[src/cuc_map.svh]
`ifndef CUC_MAP_SVH
`define CUC_MAP_SVH

// ============================================================
// counter stage
`define CUC_WIDTH          4
`define CUC_COUNT_RST      4'h0
`define CUC_COUNT_MAX      4'hf
`define CUC_COUNT_MIN      4'h0

// ============================================================
// controller register offsets (byte addresses)
`define CUC_OFS_CTRL       12'h000
`define CUC_OFS_PRESET     12'h004
`define CUC_OFS_STATUS     12'h008
`define CUC_OFS_CMD        12'h00c

// ============================================================
// field positions
`define CUC_CTRL_UP        0
`define CUC_CTRL_RUN       1
`define CUC_CTRL_DIV       2
`define CUC_CMD_LOAD       0
`define CUC_CMD_CLEAR      1
`define CUC_STAT_CARRY_N   4
`define CUC_STAT_TERM      5
`define CUC_STAT_DIR       6

// ============================================================
// reset values and divider reload point
`define CUC_CTRL_RST       3'h0
`define CUC_PRESET_RST     4'h0
`define CUC_DIV_RELOAD_AT  4'h2

`endif

[src/cuc_pkg.sv]
package cuc_pkg;
    typedef enum logic [1:0] {
        CUC_ACT_HOLD,
        CUC_ACT_COUNT,
        CUC_ACT_LOAD,
        CUC_ACT_CLEAR
    } cuc_action_t;

    typedef enum logic {
        CUC_DIR_DOWN,
        CUC_DIR_UP
    } cuc_dir_t;
endpackage

[src/cuc_link_if.sv]
`timescale 1ns/100ps
interface cuc_link_if;
    logic load_strobe;       // load request, high active
    logic clear;             // clear request, high active
    logic count_up;          // 1 up, 0 down
    logic carry_in_n;        // cascade enable, low active
    logic load_value_bit0;   // preset value lsb
    logic load_value_bit1;
    logic load_value_bit2;
    logic load_value_bit3;   // preset value msb
    logic count_bit0;        // count lsb
    logic count_bit1;
    logic count_bit2;
    logic count_bit3;        // count msb
    logic carry_out_n;       // terminal count, low active

    modport dev (
        input  load_strobe, clear, count_up, carry_in_n,
        input  load_value_bit0, load_value_bit1,
        input  load_value_bit2, load_value_bit3,
        output count_bit0, count_bit1, count_bit2, count_bit3,
        output carry_out_n
    );

    modport ctl (
        output load_strobe, clear, count_up, carry_in_n,
        output load_value_bit0, load_value_bit1,
        output load_value_bit2, load_value_bit3,
        input  count_bit0, count_bit1, count_bit2, count_bit3,
        input  carry_out_n
    );
endinterface

[src/cuc_counter_ctl.sv]
`timescale 1ns/100ps
`include "cuc_map.svh"
module cuc_counter_ctl
    import cuc_pkg::*;
(
    input  wire logic        i_clk,      // system clock, 100 MHz
    input  wire logic        i_arst_n,   // asynchronous reset, low active
    input  wire logic        i_psel,     // apb select
    input  wire logic        i_penable,  // apb access phase
    input  wire logic        i_pwrite,   // apb write
    input  wire logic [11:0] i_paddr,    // apb byte address
    input  wire logic [31:0] i_pwdata,   // apb write data
    output logic      [31:0] o_prdata,   // apb read data
    output logic             o_pready,   // apb ready
    output logic             o_pslverr,  // apb error, unmapped
    output logic             o_div_tick, // divider period pulse
    cuc_link_if.ctl          link        // pins toward counter
);

    // ============================================================
    // apb decode
    logic setup;
    logic wr_acc;
    logic mapped;

    assign setup  = i_psel && !i_penable;
    assign wr_acc = i_psel && i_penable && o_pready && i_pwrite;
    assign mapped = (i_paddr == `CUC_OFS_CTRL) ||
                    (i_paddr == `CUC_OFS_PRESET) ||
                    (i_paddr == `CUC_OFS_STATUS) ||
                    (i_paddr == `CUC_OFS_CMD);

    // ============================================================
    // observed counter state
    logic [3:0] cnt_seen;
    logic       term_ff;

    assign cnt_seen = {link.count_bit3, link.count_bit2,
                       link.count_bit1, link.count_bit0};

    // ============================================================
    // registers
    logic [2:0] ctrl_ff;
    logic [3:0] preset_ff;

    always_ff @(posedge i_clk or negedge i_arst_n) begin
        if (!i_arst_n) begin
            ctrl_ff <= `CUC_CTRL_RST;
        end else if (wr_acc && i_paddr == `CUC_OFS_CTRL) begin
            ctrl_ff <= i_pwdata[2:0];
        end
    end

    // a zero ratio would leave the divider undefined
    always_ff @(posedge i_clk or negedge i_arst_n) begin
        if (!i_arst_n) begin
            preset_ff <= `CUC_PRESET_RST;
        end else if (wr_acc && i_paddr == `CUC_OFS_PRESET &&
                     !(ctrl_ff[`CUC_CTRL_DIV] && i_pwdata[3:0] == 4'h0)) begin
            preset_ff <= i_pwdata[3:0];
        end
    end

    // sticky terminal flag, set wins over write-one clear
    always_ff @(posedge i_clk or negedge i_arst_n) begin
        if (!i_arst_n) begin
            term_ff <= 1'b0;
        end else if (!link.carry_out_n) begin
            term_ff <= 1'b1;
        end else if (wr_acc && i_paddr == `CUC_OFS_STATUS &&
                     i_pwdata[`CUC_STAT_TERM]) begin
            term_ff <= 1'b0;
        end
    end

    // ============================================================
    // load and clear strobes, one cycle each
    logic div_on;
    logic load_ff;
    logic clear_ff;
    logic div_reload;

    assign div_on     = ctrl_ff[`CUC_CTRL_DIV] && preset_ff != 4'h0;
    assign div_reload = div_on && !load_ff && ctrl_ff[`CUC_CTRL_RUN] &&
                        (cnt_seen == `CUC_DIV_RELOAD_AT ||
                         cnt_seen == 4'h1);

    always_ff @(posedge i_clk or negedge i_arst_n) begin
        if (!i_arst_n) begin
            load_ff <= 1'b0;
        end else begin
            load_ff <= div_reload || (wr_acc && i_paddr == `CUC_OFS_CMD &&
                       i_pwdata[`CUC_CMD_LOAD]);
        end
    end

    always_ff @(posedge i_clk or negedge i_arst_n) begin
        if (!i_arst_n) begin
            clear_ff <= 1'b0;
        end else begin
            clear_ff <= wr_acc && i_paddr == `CUC_OFS_CMD &&
                        i_pwdata[`CUC_CMD_CLEAR];
        end
    end

    always_ff @(posedge i_clk or negedge i_arst_n) begin
        if (!i_arst_n) begin
            o_div_tick <= 1'b0;
        end else begin
            o_div_tick <= div_reload;
        end
    end

    // ============================================================
    // apb answer: one access cycle, no waits
    always_ff @(posedge i_clk or negedge i_arst_n) begin
        if (!i_arst_n) begin
            o_pready  <= 1'b0;
            o_pslverr <= 1'b0;
            o_prdata  <= 32'h0000_0000;
        end else begin
            o_pready  <= setup;
            o_pslverr <= setup && !mapped;
            o_prdata  <= 32'h0000_0000;
            if (setup && !i_pwrite) begin
                case (i_paddr)
                    `CUC_OFS_CTRL: begin
                        o_prdata <= {29'h0, ctrl_ff};
                    end
                    `CUC_OFS_PRESET: begin
                        o_prdata <= {28'h0, preset_ff};
                    end
                    `CUC_OFS_STATUS: begin
                        o_prdata <= {25'h0, link.count_up, term_ff,
                                     link.carry_out_n, cnt_seen};
                    end
                    default: begin
                        o_prdata <= 32'h0000_0000;
                    end
                endcase
            end
        end
    end

    // ============================================================
    // pins
    assign link.load_strobe     = load_ff;
    assign link.clear           = clear_ff;
    assign link.count_up        = ctrl_ff[`CUC_CTRL_UP] &&
                                  !ctrl_ff[`CUC_CTRL_DIV];
    assign link.carry_in_n      = !ctrl_ff[`CUC_CTRL_RUN];
    assign link.load_value_bit0 = preset_ff[0];
    assign link.load_value_bit1 = preset_ff[1];
    assign link.load_value_bit2 = preset_ff[2];
    assign link.load_value_bit3 = preset_ff[3];

endmodule

[src/flat_wrapper.sv]
// flat-port wrapper written by rule: the top's interface ports become plain ports
module cuc_counter_ctl_flat import cuc_pkg::*;
  (i_clk, i_arst_n, i_psel, i_penable, i_pwrite, i_paddr, i_pwdata, o_prdata, o_pready, o_pslverr, o_div_tick, link_load_strobe, link_clear, link_count_up, link_carry_in_n, link_load_value_bit0, link_load_value_bit1, link_load_value_bit2, link_load_value_bit3, link_count_bit0, link_count_bit1, link_count_bit2, link_count_bit3, link_carry_out_n);
  cuc_link_if link_i ();
  input  wire logic i_clk;
  input  wire logic i_arst_n;
  input  wire logic i_psel;
  input  wire logic i_penable;
  input  wire logic i_pwrite;
  input  wire logic [11:0] i_paddr;
  input  wire logic [31:0] i_pwdata;
  output logic      [31:0] o_prdata;
  output logic o_pready;
  output logic o_pslverr;
  output logic o_div_tick;
  output wire logic [$bits(link_i.load_strobe)-1:0] link_load_strobe;
  output wire logic [$bits(link_i.clear)-1:0] link_clear;
  output wire logic [$bits(link_i.count_up)-1:0] link_count_up;
  output wire logic [$bits(link_i.carry_in_n)-1:0] link_carry_in_n;
  output wire logic [$bits(link_i.load_value_bit0)-1:0] link_load_value_bit0;
  output wire logic [$bits(link_i.load_value_bit1)-1:0] link_load_value_bit1;
  output wire logic [$bits(link_i.load_value_bit2)-1:0] link_load_value_bit2;
  output wire logic [$bits(link_i.load_value_bit3)-1:0] link_load_value_bit3;
  input wire logic [$bits(link_i.count_bit0)-1:0] link_count_bit0;
  input wire logic [$bits(link_i.count_bit1)-1:0] link_count_bit1;
  input wire logic [$bits(link_i.count_bit2)-1:0] link_count_bit2;
  input wire logic [$bits(link_i.count_bit3)-1:0] link_count_bit3;
  input wire logic [$bits(link_i.carry_out_n)-1:0] link_carry_out_n;
  assign link_load_strobe = link_i.load_strobe;
  assign link_clear = link_i.clear;
  assign link_count_up = link_i.count_up;
  assign link_carry_in_n = link_i.carry_in_n;
  assign link_load_value_bit0 = link_i.load_value_bit0;
  assign link_load_value_bit1 = link_i.load_value_bit1;
  assign link_load_value_bit2 = link_i.load_value_bit2;
  assign link_load_value_bit3 = link_i.load_value_bit3;
  assign link_i.count_bit0 = link_count_bit0;
  assign link_i.count_bit1 = link_count_bit1;
  assign link_i.count_bit2 = link_count_bit2;
  assign link_i.count_bit3 = link_count_bit3;
  assign link_i.carry_out_n = link_carry_out_n;
  cuc_counter_ctl u_core (.i_clk(i_clk), .i_arst_n(i_arst_n), .i_psel(i_psel), .i_penable(i_penable), .i_pwrite(i_pwrite), .i_paddr(i_paddr), .i_pwdata(i_pwdata), .o_prdata(o_prdata), .o_pready(o_pready), .o_pslverr(o_pslverr), .o_div_tick(o_div_tick), .link(link_i));
endmodule
[config.mk]
export PLATFORM = sky130hd
export DESIGN_NAME = cuc_counter_ctl_flat
export DESIGN_NICKNAME = d
export VERILOG_FILES = /design/src/cuc_pkg.sv /design/src/cuc_link_if.sv /design/src/cuc_counter_ctl.sv /design/src/flat_wrapper.sv
export VERILOG_INCLUDE_DIRS = /design/src
export SDC_FILE = /design/constraint.sdc
export NUM_CORES = 1
export LEC_CHECK = 0
export BUFFER_PORTS_ARGS = -buffer_cell sky130_fd_sc_hd__buf_2
export CAP_MARGIN = 20
export CORE_ASPECT_RATIO = 2
export CORE_MARGIN = 2
export CORE_UTILIZATION = 30
export CTS_BUF_LIST = sky130_fd_sc_hd__clkbuf_16
export DETAILED_ROUTE_END_ITERATION = 10
export PLACE_DENSITY = 0.77
export SYNTH_ARGS = -nofsm -noshare
export SYNTH_HDL_FRONTEND = slang
export SYNTH_SLANG_ARGS = --single-unit
[constraint.sdc]
create_clock -name i_clk -period 2.8 [get_ports i_clk]
set_input_delay 0.14 -clock i_clk [delete_from_list [all_inputs] [get_ports i_clk]]
set_output_delay 0.14 -clock i_clk [all_outputs]
set_load 0.02 [all_outputs]
==> flow_summary.toml <==
[worst_setup_path]
critical-path-slowest-cell = "mux2_1"
path_cells = "and4_1 -> nand4_1 -> nor3_2 -> mux2_1"
critical_path_required_ns = 2.93
cp-start-kind = "flop"
critPathMaxStageDelay_ns = 0.35
critical_path_arrival_ns = 1.57
critical_path_peak_fanout = 3
crit_type = "flop to flop"
worst_setup_path_end_kind = "flop"

[route]
via_per_inst = 4.42
detail_route.drc_violations = 0
route.vias.total = 876
ant_nets = 0
detail_route.first_pass.iterations = 4
initial_drc_count = 20
totalWireLength_um = 2330
wire_per_inst_um = 11.8

[clock_network]
tritoncts = "built"
clk_latency_ns = 0.24
clock_sinks = 20
cts.clk_slew.worst_paths_ns = 0.05
cts_setup_buffers = 0
cts_root_buf = "clkbuf_16"
clockBufferDepth = 2
cts.htree.levels = 1
cts_inserted_buffers = 3

[global_route]
grt_first_pass_wirelength_um = 3610
grt_pass1_vias = 821
grt_max_degree = 21
initial_antenna_violation_count = 0
remaining_global_route_overflow = 0
grt_util_overall_pct = 11.8

[synthesis]
synthesis.area_mm2 = 0.00112
synth_async_sr_flop_share_pct = 100
synthDominantAreaCellType = "dfrtp_1"
synth-seq-cells = 20
postSynth.topFlopCell = "dfrtp_1"
fraction_of_the_yosys_area_taken_by_sequential_cells_pct = 44.6
post-synth-top-area-fraction_pct = 44.6
synth_area_leaders = "dfrtp_1, buf_4, mux2_4"
synthDistinctLibCells = 27
mean_instance_size_in_the_synthesized_netlist_um2 = 11.0
synth-edff-count = 0
post-synth-top-count-cell = "buf_4"
ys.warnings.count = 0
synth_commonest_cells = "buf_4, dfrtp_1, nand2_1, nor2_1"
syn_inst = 102

[power_and_ir_drop]
clkPwrFrac_pct = 42.6
sequentialPowerShare_pct = 45.0
leakagePower_nw = 0.754
p_switching_w = 0.000148
vdd_drop_max_v = 0.000213
combPwrFrac_pct = 12.4
cellPowerDensity_mw_per_mm2 = 466
switching_share_pct = 22.8
cellInternalPower_w = 0.000500

[cells_and_area]
finalCoreUtilization_pct = 38.5
fillers = 385
ratio_of_cells_with_drive_above_1_in_the_final_layout_pct = 38.3
n_antenna_cell = 0
flow.area_growth_from_synthesis_pct = 24.0
final_net_count = 205

[die]
core_area_mm2 = 0.00361
placementRows = 31
die_width_um = 47.2
dieArea_mm2 = 0.00427
boundaryPins = 97
initial_core_util_pct = 31.1
die-height_um = 90.5

[timing]
rsz0062_at_grt = "false"
setup-tns-final_ns = 0
setup_violations = 0
maxClockFrequency_ghz = 0.692
layout_setup_ws_ns = 1.36
hold_violations = 0
finalWorstPathRequiredPeriod_ns = 1.44
final.setup_skew_ns = 0.00220
slew_violations = 0
finalCritPeriodShare_pct = 51.6

[place]
finalWeightedCongestion = 0.733
dp_slack_ns = 1.20
place.port_buffers = 44

[min_path]
hp-class = "input pin to flop"

[status]
run_status = "finished clean"

[flow_run]
maxCapViolations = 0
## stage by stage
step                std cells  hold slack, ns  total power, W  area (um2)
detailed placement        194           0.110        0.000375        1310
global placement          194          0.0971        0.000374        1310
finish                    198          0.0565        0.000648        1390
floorplan                 126          -0.156        0.000366        1210
CTS                       198          0.0558        0.000656        1390
global route              198          0.0728        0.000670        1390
## sequential cells by signal, indices dropped and copies added (netlist names)
register                 flops
u_core.o_prdata              7
u_core.preset_ff             4
u_core.ctrl_ff               3
u_core.link.clear            1
u_core.link.load_strobe      1
u_core.o_div_tick            1
u_core.o_pready              1
u_core.o_pslverr             1
u_core.term_ff               1
## power by group through the flow
| stage | logic (W) | clock network, W | registers [W] |
|---|---|---|---|
| finish | 0.0000802 | 0.000276 | 0.000292 |
| global route | 0.0000884 | 0.000291 | 0.000291 |
| CTS | 0.0000803 | 0.000285 | 0.000291 |
| detailed placement | 0.0000790 | 0 | 0.000296 |
| global placement | 0.0000776 | 0 | 0.000296 |
| floorplan | 0.0000678 | 0 | 0.000298 |
## cell usage in the layout (no fill, tap or decap), drive strengths merged
cell	n
mux2	7
o21ai	1
buf	44
clkbuf	3
nor3b	1
a21oi	3
nand2b	1
nor4	5
dlygate4sd3	1
xnor2	1
dfrtp	20
a22oi	4
and2	4
a21boi	1
inv	2
nor3	1
conb	25
a311oi	1
nand3	1
and4	3
nand2	6
a21o	1
nand4	3
nor2b	4
nor2	6
## layer usage
metal,track usage [%],vias up,wire length [um]
met5,0,-,0
met4,6.94,0,90
met3,3.40,8,272
met2,20.0,63,1280
met1,11.3,405,685
li1,-,400,-
## worst max-delay path: cells and delay by family, from the launching register on
family           cells  cell delay [ns]
multiplexers         1             0.35
AND/OR/NAND/NOR      3             0.63
flip-flops           1             0.34
## worst paths after layout
check,to,cells past startpoint,slack (ns),startpoint
worst max-delay path,u_core.ctrl_ff[1],4,1.36,u_core.o_pready
worst max register to register,u_core.ctrl_ff[1],4,1.36,u_core.o_pready
worst min register to register,u_core.o_div_tick,1,0.45,u_core.link.load_strobe
worst min-delay path,u_core.term_ff,2,0.06,link_carry_out_n
max in group asynchronous,u_core.o_div_tick,2,2.12,i_arst_n
min in group asynchronous,u_core.link.clear,2,0.37,i_arst_n
## layout make-up
class | instances | area [um2] | share of cell area, %
repair buffers | 45 | 230 | 16.6
clock buffers | 3 | 75.1 | 5.40
multi-input cells | 79 | 515 | 37.1
flip-flops and latches | 20 | 500 | 36.0
inverters | 2 | 7.51 | 0.540
well taps | 49 | 61.3 | 4.41
## cells by family (layout without fill, tap and decap cells)
logic type / count (synthesis) / in the layout / share of synthesized area (%)
flops: 20 / 20 / 44.6
mux: 7 / 7 / 8.37
compound gates: 11 / 11 / 6.58
other cells: 1 / 25 / 0.335
buf+inv: 27 / 50 / 17.4
simple gates: 35 / 35 / 21.9
xor+xnor: 1 / 1 / 0.781
## repair_timing
| action | CTS | global route |
|---|---|---|
| hold buffers | 1 | 0 |
| resized for setup | 0 | 0 |
| setup endpoints to repair | 0 | 0 |
| endpoints found under the hold margin | 20 | 0 |
Power figures use the tool's default switching activity.
